==> src/pic_pkg.sv <==
// constants shared by the interval clock and its event channels
// assumes a single 100 MHz bus clock and AHB-Lite word access
package pic_pkg;
   // register byte offsets
   localparam logic [7:0] OFF_CONTROL = 8'h00;
   localparam logic [7:0] OFF_ENABLE = 8'h04;
   localparam logic [7:0] OFF_STATUS = 8'h08;
   localparam logic [7:0] OFF_BUFFER = 8'h0c;
   localparam logic [7:0] OFF_COUNT = 8'h10;
   localparam logic [7:0] OFF_IRQ_STATUS = 8'h14;
   localparam logic [7:0] OFF_IRQ_MASK = 8'h18;
   // control word fields
   localparam int RATE_LSB = 0;
   localparam int MODE0_BIT = 3;
   localparam int MODE1_BIT = 4;
   localparam int MODE2_BIT = 5;
   // enable word fields
   localparam int EN_OVF_BIT = 0;
   localparam int EN_SKIP_BIT = 1;
   // status word fields
   localparam int ST_OVF_BIT = 0;
   localparam int ST_PEND_LSB = 1;
   localparam int ST_ERR_LSB = 4;
   // reset values and the full count
   localparam logic [11:0] COUNT_RST = 12'h000;
   localparam logic [11:0] BUFFER_RST = 12'h000;
   localparam logic [2:0] MODE_RST = 3'h0;
   localparam logic [3:0] IRQ_MASK_RST = 4'h0;
   localparam logic [11:0] COUNT_FULL = 12'hfff;
   // time base: 400 kHz source from the bus clock, then /4, then decades
   localparam int CLK_PERIOD_NS = 10;
   localparam int OSC_PERIOD_NS = 2500;
   localparam int OSC_DIV = OSC_PERIOD_NS / CLK_PERIOD_NS;
   localparam logic [7:0] OSC_DIV_LAST = 8'(OSC_DIV - 1);
   localparam logic [1:0] BIN_LAST = 2'h3;
   localparam logic [3:0] DEC_LAST = 4'h9;
   typedef enum logic [2:0] {
      RATE_STOP = 3'h0,
      RATE_400K = 3'h1,
      RATE_100K = 3'h2,
      RATE_10K = 3'h3,
      RATE_1K = 3'h4,
      RATE_100 = 3'h5,
      RATE_EVENT = 3'h6,
      RATE_OFF = 3'h7
   } rate_t;
endpackage

==> src/event_channel.sv <==
// one external event channel: pin synchroniser, pending and error flags
// assumes event_pin is asynchronous; clear comes from a status read
`timescale 1ns/1ns
module event_channel #(
   parameter bit COUNT_PATH = 1'b0
) (
   // clock and reset
   input wire logic hclk,
   input wire logic hresetn,
   // outside event
   input wire logic event_pin,
   // control from the clock core
   input wire logic clear,
   input wire logic inhibit,
   // flags and strobes
   output logic pending,
   output logic error,
   output logic event_pulse,
   output logic count_pulse
);
   logic s1, s2, s3, level, arrive, take;

   // three-stage synchroniser; s1 feeds only s2
   always_ff @(posedge hclk or negedge hresetn) begin
      if (!hresetn) begin
         s1 <= 1'b0;
         s2 <= 1'b0;
         s3 <= 1'b0;
         level <= 1'b0;
      end else begin
         s1 <= event_pin;
         s2 <= s1;
         s3 <= s2;
         if (s2 == s3) level <= s2;
      end
   end

   // arrival waits out a sequencer inhibit rather than being lost
   assign take = arrive && !inhibit;
   always_ff @(posedge hclk or negedge hresetn) begin
      if (!hresetn) arrive <= 1'b0;
      else if (s2 && s3 && !level) arrive <= 1'b1;
      else if (take) arrive <= 1'b0;
   end

   // second event before clearing marks an error; set beats clear
   always_ff @(posedge hclk or negedge hresetn) begin
      if (!hresetn) begin
         pending <= 1'b0;
         error <= 1'b0;
         event_pulse <= 1'b0;
      end else begin
         event_pulse <= take;
         if (take) begin
            pending <= 1'b1;
            if (pending) error <= 1'b1;
         end else if (clear) begin
            pending <= 1'b0;
            error <= 1'b0;
         end
      end
   end

   // only the counting channel has a direct path to the counter
   assign count_pulse = COUNT_PATH && event_pulse;

   property p_clear_flags;
      @(posedge hclk) disable iff (!hresetn)
      clear && !take |=> !pending && !error;
   endproperty
   a_clear_flags: assert property (p_clear_flags) else $error("flags not cleared");

   property p_error_on_second;
      @(posedge hclk) disable iff (!hresetn)
      take && pending |=> error && pending;
   endproperty
   a_error_on_second: assert property (p_error_on_second) else $error("no error");

   property p_count_path;
      @(posedge hclk) disable iff (!hresetn)
      !COUNT_PATH |-> !count_pulse;
   endproperty
   a_count_path: assert property (p_count_path) else $error("bad count path");
endmodule

==> src/programmable_interval_clock.sv <==
// programmable interval clock: 12-bit counter, preset buffer, time base
// assumes one AHB-Lite master, 100 MHz hclk, asynchronous event pins
// Operation
// - only channel one may advance the counter from an outside event
// - status read returns the overflow and channel flags
// - overflow interrupt enable gates overflow onto the interrupt request
// - enabling skip always enables the interrupt request too
// - counter is 12 bits, loadable from and copyable to buffer
// - mode 1 copies counter into buffer on each event except at rate 6
// - mode 1 clear, mode 2 set reloads counter from buffer on overflow
// - software reads and writes the preset buffer
// - counts events and intervals from 2.5 us to over 40 s
// - rate field selects the increment frequency through a decoder
// - mode flags load from control word bits 3 to 5
// - mode 0 starts conversion at load, else at each overflow
// - overflow flag sets at 4096 counts and requests interrupt when enabled
// - 400 kHz divided by four to 100 kHz, then three decades
// - rate 6 counts channel one events and suppresses buffer copies
// - status read clears channel flags; double event leaves error set
// - buffer and counter reads inhibit the sequencer during the read
`timescale 1ns/1ns
module programmable_interval_clock #(
   parameter int CHANNELS = 3
) (
   // clock and reset
   input wire logic hclk,
   input wire logic hresetn,
   // AHB-Lite slave
   input wire logic hsel,
   input wire logic [31:0] haddr,
   input wire logic [1:0] htrans,
   input wire logic hwrite,
   input wire logic [2:0] hsize,
   input wire logic hready,
   input wire logic [31:0] hwdata,
   output logic [31:0] hrdata,
   output logic hreadyout,
   output logic hresp,
   // event pins
   input wire logic [CHANNELS-1:0] event_in,
   // requests to processor and converter
   output logic clock_irq_request,
   output logic clock_skip_request,
   output logic ad_start,
   output logic irq
);
   import pic_pkg::*;

   if (CHANNELS != 3) begin : g_chk
      $error("CHANNELS must be 3");
   end

   function automatic logic [3:0] dec_step(input logic [3:0] v);
      dec_step = (v == DEC_LAST) ? 4'h0 : 4'(v + 4'h1);
   endfunction

   rate_t rate;
   logic [2:0] mode;
   logic overflow_irq_enable, skip_enable, overflow_flag;
   logic [11:0] count_register, buffer;
   logic [3:0] irq_status, irq_mask;
   logic [2:0] ch_pend, ch_err, ch_event, ch_count;
   logic wr_pend;
   logic [7:0] wr_addr, a;
   logic acc, rd_acc, rd_sync, sync_inhibit;
   logic status_read_instr, buffer_read_instr, counter_read_instr;
   logic control_word_load_instr, interrupt_enable_load_instr;
   logic buffer_write, irq_status_write, irq_mask_write;
   logic [31:0] next_rdata;
   logic [7:0] presc;
   logic [1:0] bin;
   logic [3:0] d0, d1, d2;
   logic osc_tick, t100k, t10k, t1k, t100, rate_tick;
   logic inc_pend, cap_pend, do_inc, do_cap, overflow_event, counter_load_pulse;
   logic increment_pulse_flag;

   // zero-wait slave, always OKAY
   assign hreadyout = 1'b1;
   assign hresp = 1'b0;
   assign acc = hsel && hready && htrans[1];
   assign rd_acc = acc && !hwrite;
   assign a = haddr[7:0];
   assign status_read_instr = rd_acc && a == OFF_STATUS;
   assign buffer_read_instr = rd_acc && a == OFF_BUFFER;
   assign counter_read_instr = rd_acc && a == OFF_COUNT;
   assign control_word_load_instr = wr_pend && wr_addr == OFF_CONTROL;
   assign interrupt_enable_load_instr = wr_pend && wr_addr == OFF_ENABLE;
   assign buffer_write = wr_pend && wr_addr == OFF_BUFFER;
   assign irq_status_write = wr_pend && wr_addr == OFF_IRQ_STATUS;
   assign irq_mask_write = wr_pend && wr_addr == OFF_IRQ_MASK;

   // write address held over to the data phase
   always_ff @(posedge hclk or negedge hresetn) begin
      if (!hresetn) begin
         wr_pend <= 1'b0;
         wr_addr <= 8'h00;
      end else begin
         wr_pend <= acc && hwrite;
         wr_addr <= a;
      end
   end

   // read mux; unmapped offsets read zero
   always_comb begin
      next_rdata = 32'h0000_0000;
      unique case (a)
         OFF_CONTROL: next_rdata[5:0] = {mode, rate};
         OFF_ENABLE: next_rdata[1:0] = {skip_enable, overflow_irq_enable};
         OFF_STATUS: next_rdata[6:0] = {ch_err, ch_pend, overflow_flag};
         OFF_BUFFER: next_rdata[11:0] = buffer;
         OFF_COUNT: next_rdata[11:0] = count_register;
         OFF_IRQ_STATUS: next_rdata[3:0] = irq_status;
         OFF_IRQ_MASK: next_rdata[3:0] = irq_mask;
         default: next_rdata = 32'h0000_0000;
      endcase
   end

   // read data sampled at the address phase so it is stable in the data phase
   always_ff @(posedge hclk or negedge hresetn) begin
      if (!hresetn) hrdata <= 32'h0000_0000;
      else if (rd_acc) hrdata <= next_rdata;
   end

   // sequencer held off for the whole buffer or counter read
   always_ff @(posedge hclk or negedge hresetn) begin
      if (!hresetn) rd_sync <= 1'b0;
      else rd_sync <= buffer_read_instr || counter_read_instr;
   end
   assign sync_inhibit = buffer_read_instr || counter_read_instr || rd_sync;

   // control word: rate and mode flags
   always_ff @(posedge hclk or negedge hresetn) begin
      if (!hresetn) begin
         rate <= RATE_STOP;
         mode <= MODE_RST;
      end else if (control_word_load_instr) begin
         rate <= rate_t'(hwdata[RATE_LSB +: 3]);
         mode <= hwdata[MODE2_BIT:MODE0_BIT];
      end
   end

   // enable word; skip drags interrupt enable with it
   always_ff @(posedge hclk or negedge hresetn) begin
      if (!hresetn) begin
         overflow_irq_enable <= 1'b0;
         skip_enable <= 1'b0;
      end else if (interrupt_enable_load_instr) begin
         overflow_irq_enable <= hwdata[EN_OVF_BIT] || hwdata[EN_SKIP_BIT];
         skip_enable <= hwdata[EN_SKIP_BIT];
      end
   end

   // time base: 400 kHz, two binary stages, three decades
   assign osc_tick = presc == OSC_DIV_LAST;
   assign t100k = osc_tick && bin == BIN_LAST;
   assign t10k = t100k && d0 == DEC_LAST;
   assign t1k = t10k && d1 == DEC_LAST;
   assign t100 = t1k && d2 == DEC_LAST;
   always_ff @(posedge hclk or negedge hresetn) begin
      if (!hresetn) begin
         presc <= 8'h00;
         bin <= 2'h0;
         d0 <= 4'h0;
         d1 <= 4'h0;
         d2 <= 4'h0;
      end else begin
         presc <= osc_tick ? 8'h00 : 8'(presc + 8'h01);
         if (osc_tick) bin <= 2'(bin + 2'h1);
         if (t100k) d0 <= dec_step(d0);
         if (t10k) d1 <= dec_step(d1);
         if (t1k) d2 <= dec_step(d2);
      end
   end

   // rate decoder; slowest rate gives 4096 x 10 ms, just over 40 s
   always_comb begin
      unique case (rate)
         RATE_STOP: rate_tick = 1'b0;
         RATE_400K: rate_tick = osc_tick;
         RATE_100K: rate_tick = t100k;
         RATE_10K: rate_tick = t10k;
         RATE_1K: rate_tick = t1k;
         RATE_100: rate_tick = t100;
         RATE_EVENT: rate_tick = ch_count[0];
         RATE_OFF: rate_tick = 1'b0;
      endcase
   end

   // event channels; only the first may drive the counter
   for (genvar i = 0; i < 3; i++) begin : g_ch
      event_channel #(
         .COUNT_PATH(i == 0)
      ) u_ch (
         .hclk(hclk),
         .hresetn(hresetn),
         .event_pin(event_in[i]),
         .clear(status_read_instr),
         .inhibit(sync_inhibit),
         .pending(ch_pend[i]),
         .error(ch_err[i]),
         .event_pulse(ch_event[i]),
         .count_pulse(ch_count[i])
      );
   end

   // increments and captures wait while the sequencer is inhibited
   assign do_inc = inc_pend && !sync_inhibit;
   assign do_cap = cap_pend && !sync_inhibit;
   assign increment_pulse_flag = do_inc;
   always_ff @(posedge hclk or negedge hresetn) begin
      if (!hresetn) begin
         inc_pend <= 1'b0;
         cap_pend <= 1'b0;
      end else begin
         if (rate_tick) inc_pend <= 1'b1;
         else if (do_inc) inc_pend <= 1'b0;
         if (mode[1] && rate != RATE_EVENT && |ch_event) cap_pend <= 1'b1;
         else if (do_cap || rate == RATE_EVENT) cap_pend <= 1'b0;
      end
   end

   // counter; a control word load presets it from the buffer
   assign counter_load_pulse = control_word_load_instr;
   assign overflow_event = do_inc && count_register == COUNT_FULL;
   always_ff @(posedge hclk or negedge hresetn) begin
      if (!hresetn) count_register <= COUNT_RST;
      else if (counter_load_pulse) count_register <= buffer;
      else if (overflow_event) count_register <= (mode[2] && !mode[1]) ? buffer : 12'h000;
      else if (increment_pulse_flag) count_register <= 12'(count_register + 12'h001);
   end

   // buffer; software write wins over an event capture
   always_ff @(posedge hclk or negedge hresetn) begin
      if (!hresetn) buffer <= BUFFER_RST;
      else if (buffer_write) buffer <= hwdata[11:0];
      else if (do_cap) buffer <= count_register;
   end

   // overflow flag: set wins over the status-read clear
   always_ff @(posedge hclk or negedge hresetn) begin
      if (!hresetn) overflow_flag <= 1'b0;
      else if (overflow_event) overflow_flag <= 1'b1;
      else if (status_read_instr) overflow_flag <= 1'b0;
   end

   // requests to the processor and converter
   always_ff @(posedge hclk or negedge hresetn) begin
      if (!hresetn) begin
         clock_irq_request <= 1'b0;
         clock_skip_request <= 1'b0;
         ad_start <= 1'b0;
      end else begin
         clock_irq_request <= overflow_flag && overflow_irq_enable;
         clock_skip_request <= overflow_flag && skip_enable;
         ad_start <= (control_word_load_instr && hwdata[MODE0_BIT]) ||
                     (!mode[0] && overflow_event);
      end
   end

   // sticky interrupt status, write one to clear, set wins
   always_ff @(posedge hclk or negedge hresetn) begin
      if (!hresetn) irq_status <= 4'h0;
      else irq_status <= (irq_status & ~(irq_status_write ? hwdata[3:0] : 4'h0)) |
                         {ch_event, overflow_event};
   end
   always_ff @(posedge hclk or negedge hresetn) begin
      if (!hresetn) irq_mask <= IRQ_MASK_RST;
      else if (irq_mask_write) irq_mask <= hwdata[3:0];
   end
   assign irq = |(irq_status & irq_mask);

   property p_skip_needs_irq;
      @(posedge hclk) disable iff (!hresetn)
      skip_enable |-> overflow_irq_enable;
   endproperty
   a_skip_needs_irq: assert property (p_skip_needs_irq) else $error("skip alone");

   property p_overflow_sets;
      @(posedge hclk) disable iff (!hresetn)
      overflow_event |=> overflow_flag;
   endproperty
   a_overflow_sets: assert property (p_overflow_sets) else $error("no overflow");

   property p_irq_request;
      @(posedge hclk) disable iff (!hresetn)
      overflow_event && overflow_irq_enable && !interrupt_enable_load_instr
         |=> ##1 clock_irq_request;
   endproperty
   a_irq_request: assert property (p_irq_request) else $error("no irq request");

   property p_reload;
      @(posedge hclk) disable iff (!hresetn)
      overflow_event && mode[2] && !mode[1] && !counter_load_pulse
         |=> count_register == $past(buffer);
   endproperty
   a_reload: assert property (p_reload) else $error("no reload");

   property p_capture;
      @(posedge hclk) disable iff (!hresetn)
      do_cap && !buffer_write |=> buffer == $past(count_register);
   endproperty
   a_capture: assert property (p_capture) else $error("no capture");

   property p_rate6_nocap;
      @(posedge hclk) disable iff (!hresetn)
      rate == RATE_EVENT |=> !do_cap;
   endproperty
   a_rate6_nocap: assert property (p_rate6_nocap) else $error("capture at rate 6");

   property p_read_inhibit;
      @(posedge hclk) disable iff (!hresetn)
      buffer_read_instr |-> !do_cap ##1 !do_cap && !do_inc;
   endproperty
   a_read_inhibit: assert property (p_read_inhibit) else $error("sequencer ran");

   property p_ad_on_overflow;
      @(posedge hclk) disable iff (!hresetn)
      overflow_event && !mode[0] |=> ad_start;
   endproperty
   a_ad_on_overflow: assert property (p_ad_on_overflow) else $error("no ad start");

   // a decoded tick must be held as a pending increment, never dropped
   property p_fast_rate;
      @(posedge hclk) disable iff (!hresetn)
      rate == RATE_400K && osc_tick |=> inc_pend;
   endproperty
   a_fast_rate: assert property (p_fast_rate) else $error("tick lost");
endmodule

==> config.mk <==
export PLATFORM = sky130hd
export DESIGN_NAME = programmable_interval_clock
export DESIGN_NICKNAME = d
export VERILOG_FILES = /design/src/pic_pkg.sv /design/src/event_channel.sv /design/src/programmable_interval_clock.sv
export SDC_FILE = /design/constraint.sdc
export NUM_CORES = 1
export LEC_CHECK = 0
export BUFFER_PORTS_ARGS = -buffer_cell sky130_fd_sc_hd__buf_2
export CELL_PAD_IN_SITES_DETAIL_PLACEMENT = 0
export CELL_PAD_IN_SITES_GLOBAL_PLACEMENT = 1
export CORE_UTILIZATION = 42
export DETAILED_ROUTE_END_ITERATION = 10
export PLACE_DENSITY_LB_ADDON = 0.1
export SLEW_MARGIN = 0
export SYNTH_ARGS = -nofsm -noshare
export SYNTH_HDL_FRONTEND = slang
export SYNTH_SLANG_ARGS = --single-unit
==> constraint.sdc <==
create_clock -name hclk -period 2.7 [get_ports hclk]
set_clock_uncertainty 0.15 [all_clocks]
set_input_delay 0.27 -clock hclk [delete_from_list [all_inputs] [get_ports hclk]]
set_output_delay 0.27 -clock hclk [all_outputs]
set_load 0.03 [all_outputs]
==> qor.log <==
[outcome] result of the run finished, final reports clean
[routing] Remaining DRCs 0
[sta] relative slew slack 56.7%
[worst_hold_path] kind of path behind the tightest hold check in2reg
[setup_path] FF-to-FF path depth 6
[pwr] reported leakage power 0.00299 uW
[setup_path] Critical Path Source Type input pin
[pwr] power share of the combinational group 7.9%
[setup_path] slowest stage cell, crit path sky130_fd_sc_hd__or4_1
[sta] maximum clock rate 386 MHz
[setup_path] Critical Path Start haddr[1]
[cells_and_area] design area 6680 um^2
[synth] ys flop type sky130_fd_sc_hd__dfrtp_1
[setup_path] worst endpoint required time 2.84 ns
[sta] crit share post-route 96.0%
[run] number of maximum-capacitance constraint violations 0
[cts] number of sinks on the clock net 114
[cells_and_area] sequential cell area 2850 um^2
[synth] area of the mapped netlist 5420 um^2
[setup_path] Critical R2R Capture d2[1]$_DFFE_PN0N_
[cts] clock tree buffer depth 2
[floorplan] width of the chip 116 um
[cts] clock tree from TritonCTS built
[routing] DRC violation total after the first TritonRoute iteration 189
[cts] TritonCTS Buffers 17
[synth] number of warnings printed during yosys synthesis 0
[synth] fraction of registers with async set/reset 100%
[routing] number of routed nets with antenna violations 0
[setup_path] crit-path max FO 12
[worst_hold_path] worst hold path startpoint haddr[2]
[cts] CTS H-Tree Depth 4
[setup_path] Critical path buffers and inverters 3
[sta] sum of negative setup slack 0 ns
[sta] Slew Limit Fails 0
[pwr] share of total power in the clock network 50.5%
[routing] Vias/cell 5.23
[placement] weighted congestion at the end of routability-driven global placement 0.819
[setup_path] Top Family by Delay on Critical Path buffers and inverters
[setup_path] Max stage delay on crit path 0.63 ns
[setup_path] chain of cells forming the critical path dlygate4sd3_1 -> buf_2 -> or4_1 -> a2111oi_2 -> buf_12 -> or2_2 -> nor4b_1 -> a311o_1
[placement] Post-DP HPWL 8830 um
[pwr] Flop pwr share 41.7%
[sta] Tightest Pin Transition 0.650 ns
[cells_and_area] combined area of the multi-input logic cells 2350 um^2
[floorplan] Initial Utilization 42.9%
[synth] average instance area after synthesis 10.3 um^2
[synth] number of enable flip-flop cells after synthesis 0
[routing] overall via count from detail_route 4,168
[floorplan] overall die area 13,400 um^2
[pwr] Switching Power 1020 uW
[pwr] overall power 4350 uW
[cells_and_area] area grow syn2layout 23.3%
[cts] clock slew seen by the registers of the worst setup and hold paths 0.05 ns
[sta] final setup vio count 0
[synth] area leader, netlist sky130_fd_sc_hd__dfrtp_1
[grt] wire length of the first global-routing pass 20,800 um
[sta] minimum clock period after layout 2.59 ns
[cts] clock latency reported for the late side of the worst-skew pair 0.41 ns
[setup_path] worst setup slack for register-to-register paths 0.16 ns
[routing] number of detailed-routing iterations run before antenna repair 4
[pwr] switching portion of total power 23.4%
[cells_and_area] fraction of final layout cells with drive strength greater than 1 18.7%
[setup_path] worst flop-to-flop path startpoint presc[1]$_DFF_PN0_
[sta] unrepaired setup endpoints after global routing no
[synth] #FFs+latches synth 114
[setup_path] worst setup path class in2reg
[cells_and_area] Layout Nets 696
[synth] cell count after synthesis 527
[grt] total global routing track utilization 21.0%
[floorplan] I/O Pins 115
[routing] Routed WL per cell 15.9 um
[grt] antenna violations before repair 0
[synth] Yosys top cell area share 52.6%
[cells_and_area] Filler cells 1,180
[synth] count of unique library cells instantiated by Yosys 57
[cts] Clk Tree Root Cell sky130_fd_sc_hd__clkbuf_16
[floorplan] placement row count 41
[grt] Remaining Overflow, GRT 0
[grt] via count of the first global-routing pass 4,063
[worst_hold_path] Hold Path Stages 2
[pwr] power per cell area 652 nW/um^2
[synth] leading post-synthesis cells by cell area sky130_fd_sc_hd__dfrtp_1 53%, sky130_fd_sc_hd__nand2_1 4.2%, sky130_fd_sc_hd__nor2_1 3.7%
[cells_and_area] ant diodes 0
[floorplan] placeable core region 12,600 um^2
[pwr] internal power 3330 uW
[synth] part of the Yosys area used for sequential elements 52.6%
[pwr] peak ir drop on the vdd network 0.371 mV
[floorplan] Die H 116 um
[sta] worst hold slack across all endpoints 0.0326 ns
[worst_hold_path] worst hold path endpoint wr_addr[2]$_DFF_PN0_
[placement] Post-Place Cell Area 5860 um^2
[routing] DRT Wirelength 12,600 um
[cts] number of buffers inserted to repair setup after CTS 0
[setup_path] CP endpoint kind flop
[placement] number of input and output port buffers inserted 44
[sta] total count of hold-check failures in the final report 0
[grt] pin count of the biggest net entering global routing 49
[setup_path] data arrival time of the worst path 2.73 ns
per-layer routing:
layer  up-vias  track usage, %  routed length, um
met1      2065            27.0               5910
met4         0            8.48                165
met5         -               0                  0
met3        12            4.81                457
met2        85            34.1               6100
li1       2006               -                  -
how the worst max path moves through the flow:
| stage | slack (ns) | end | depth (start not counted) |
|---|---|---|---|
| detailed placement | 0.17 | d2[1]$_DFFE_PN0N_ | 6 |
| finish | 0.11 | count_register[11]$_DFFE_PN0P_ | 8 |
| floorplan | 0.31 | d2[1]$_DFFE_PN0N_ | 7 |
| global placement | 0.20 | d2[1]$_DFFE_PN0N_ | 6 |
| global route | 0.02 | d2[3]$_DFFE_PN0N_ | 7 |
| CTS | 0.09 | count_register[11]$_DFFE_PN0P_ | 9 |
cells in the mapped netlist, types with 7 or more instances:
library cell	instances
sky130_fd_sc_hd__a21oi_1	25
sky130_fd_sc_hd__a22o_1	8
sky130_fd_sc_hd__a31oi_1	7
sky130_fd_sc_hd__and3_1	7
sky130_fd_sc_hd__buf_4	23
sky130_fd_sc_hd__clkbuf_1	14
sky130_fd_sc_hd__dfrtp_1	114
sky130_fd_sc_hd__ha_1	7
sky130_fd_sc_hd__inv_1	15
sky130_fd_sc_hd__mux2_2	10
sky130_fd_sc_hd__mux2i_1	16
sky130_fd_sc_hd__nand2_1	60
sky130_fd_sc_hd__nand2b_1	7
sky130_fd_sc_hd__nand3_1	10
sky130_fd_sc_hd__nor2_1	54
sky130_fd_sc_hd__nor3_1	8
sky130_fd_sc_hd__o21ai_0	26
sky130_fd_sc_hd__xnor2_1	10
through the flow:
step / std cells / setup WS [ns] / utilization [%]
after detailed placement: 741 / 0.167 / 46.4
after CTS: 797 / 0.0890 / 52.9
after global routing: 797 / 0.0162 / 52.9
after global placement: 741 / 0.202 / 46.4
final: 797 / 0.107 / 52.9
after floorplan: 547 / 0.305 / -
power by group through the flow:
| stage | Combinational (uW) | Clock [uW] | Sequential [uW] |
|---|---|---|---|
| 6_report | 342 | 2200 | 1810 |
| 5_1_grt | 379 | 2320 | 1820 |
| 4_1_cts | 346 | 2250 | 1810 |
| 3_5_place_dp | 319 | 0 | 1840 |
| 3_3_place_gp | 316 | 0 | 1840 |
| 2_1_floorplan | 173 | 0 | 1880 |
what timing repair did:
item,4_1_cts,5_1_grt
setup endpoints to repair,0,2
hold endpoints to repair,70,0
hold buffers,24,0
gates resized for setup,0,1
sequential cells by signal (all words and copies together), names as in the netlist, 3 cells and up:
signal	flops
g_ch.u_ch.s2	3
g_ch.u_ch.arrive	3
presc	8
g_ch.u_ch.s3	3
mode	3
wr_addr	8
count_register	12
irq_status	4
g_ch.u_ch.s1	3
g_ch.u_ch.error	3
buffer	12
irq_mask	4
g_ch.u_ch.pending	3
d0	4
rate	3
hrdata	12
g_ch.u_ch.level	3
d1	4
d2	4
cell usage in the layout, fill, tap and decap left out, types with 15 or more instances in the layout:
cell type	netlist	routed
sky130_fd_sc_hd__o21ai_0	26	26
sky130_fd_sc_hd__nor2_1	54	53
sky130_fd_sc_hd__nand2_1	60	60
sky130_fd_sc_hd__buf_4	23	18
sky130_fd_sc_hd__inv_1	15	15
sky130_fd_sc_hd__buf_2	4	43
sky130_fd_sc_hd__clkbuf_16	0	17
sky130_fd_sc_hd__conb_1	2	22
sky130_fd_sc_hd__a21oi_1	25	25
sky130_fd_sc_hd__dfrtp_1	114	114
sky130_fd_sc_hd__mux2i_1	16	16
sky130_fd_sc_hd__dlygate4sd3_1	0	24
kinds of logic (layout without fill, tap and decap cells):
kind of cell | after synthesis | after routing | synth area share [%]
flops | 114 | 114 | 52.6
simple gates | 197 | 197 | 18.3
other cells | 2 | 22 | 0.139
buf+inv | 56 | 134 | 5.56
compound gates | 106 | 106 | 13.0
fa+ha+maj | 7 | 7 | 1.62
mux | 29 | 29 | 6.14
xor+xnor | 16 | 16 | 2.59
layout make-up:
type | instances | share of cell area [%]
clock buffers | 20 | 6.54
flip-flops and latches | 114 | 42.7
repair buffers | 87 | 9.44
inverters | 15 | 0.843
clock inverters | 12 | 2.10
well taps | 172 | 3.22
multi-input cells | 377 | 35.1
Note: power is estimated with default switching activity, not from simulation.
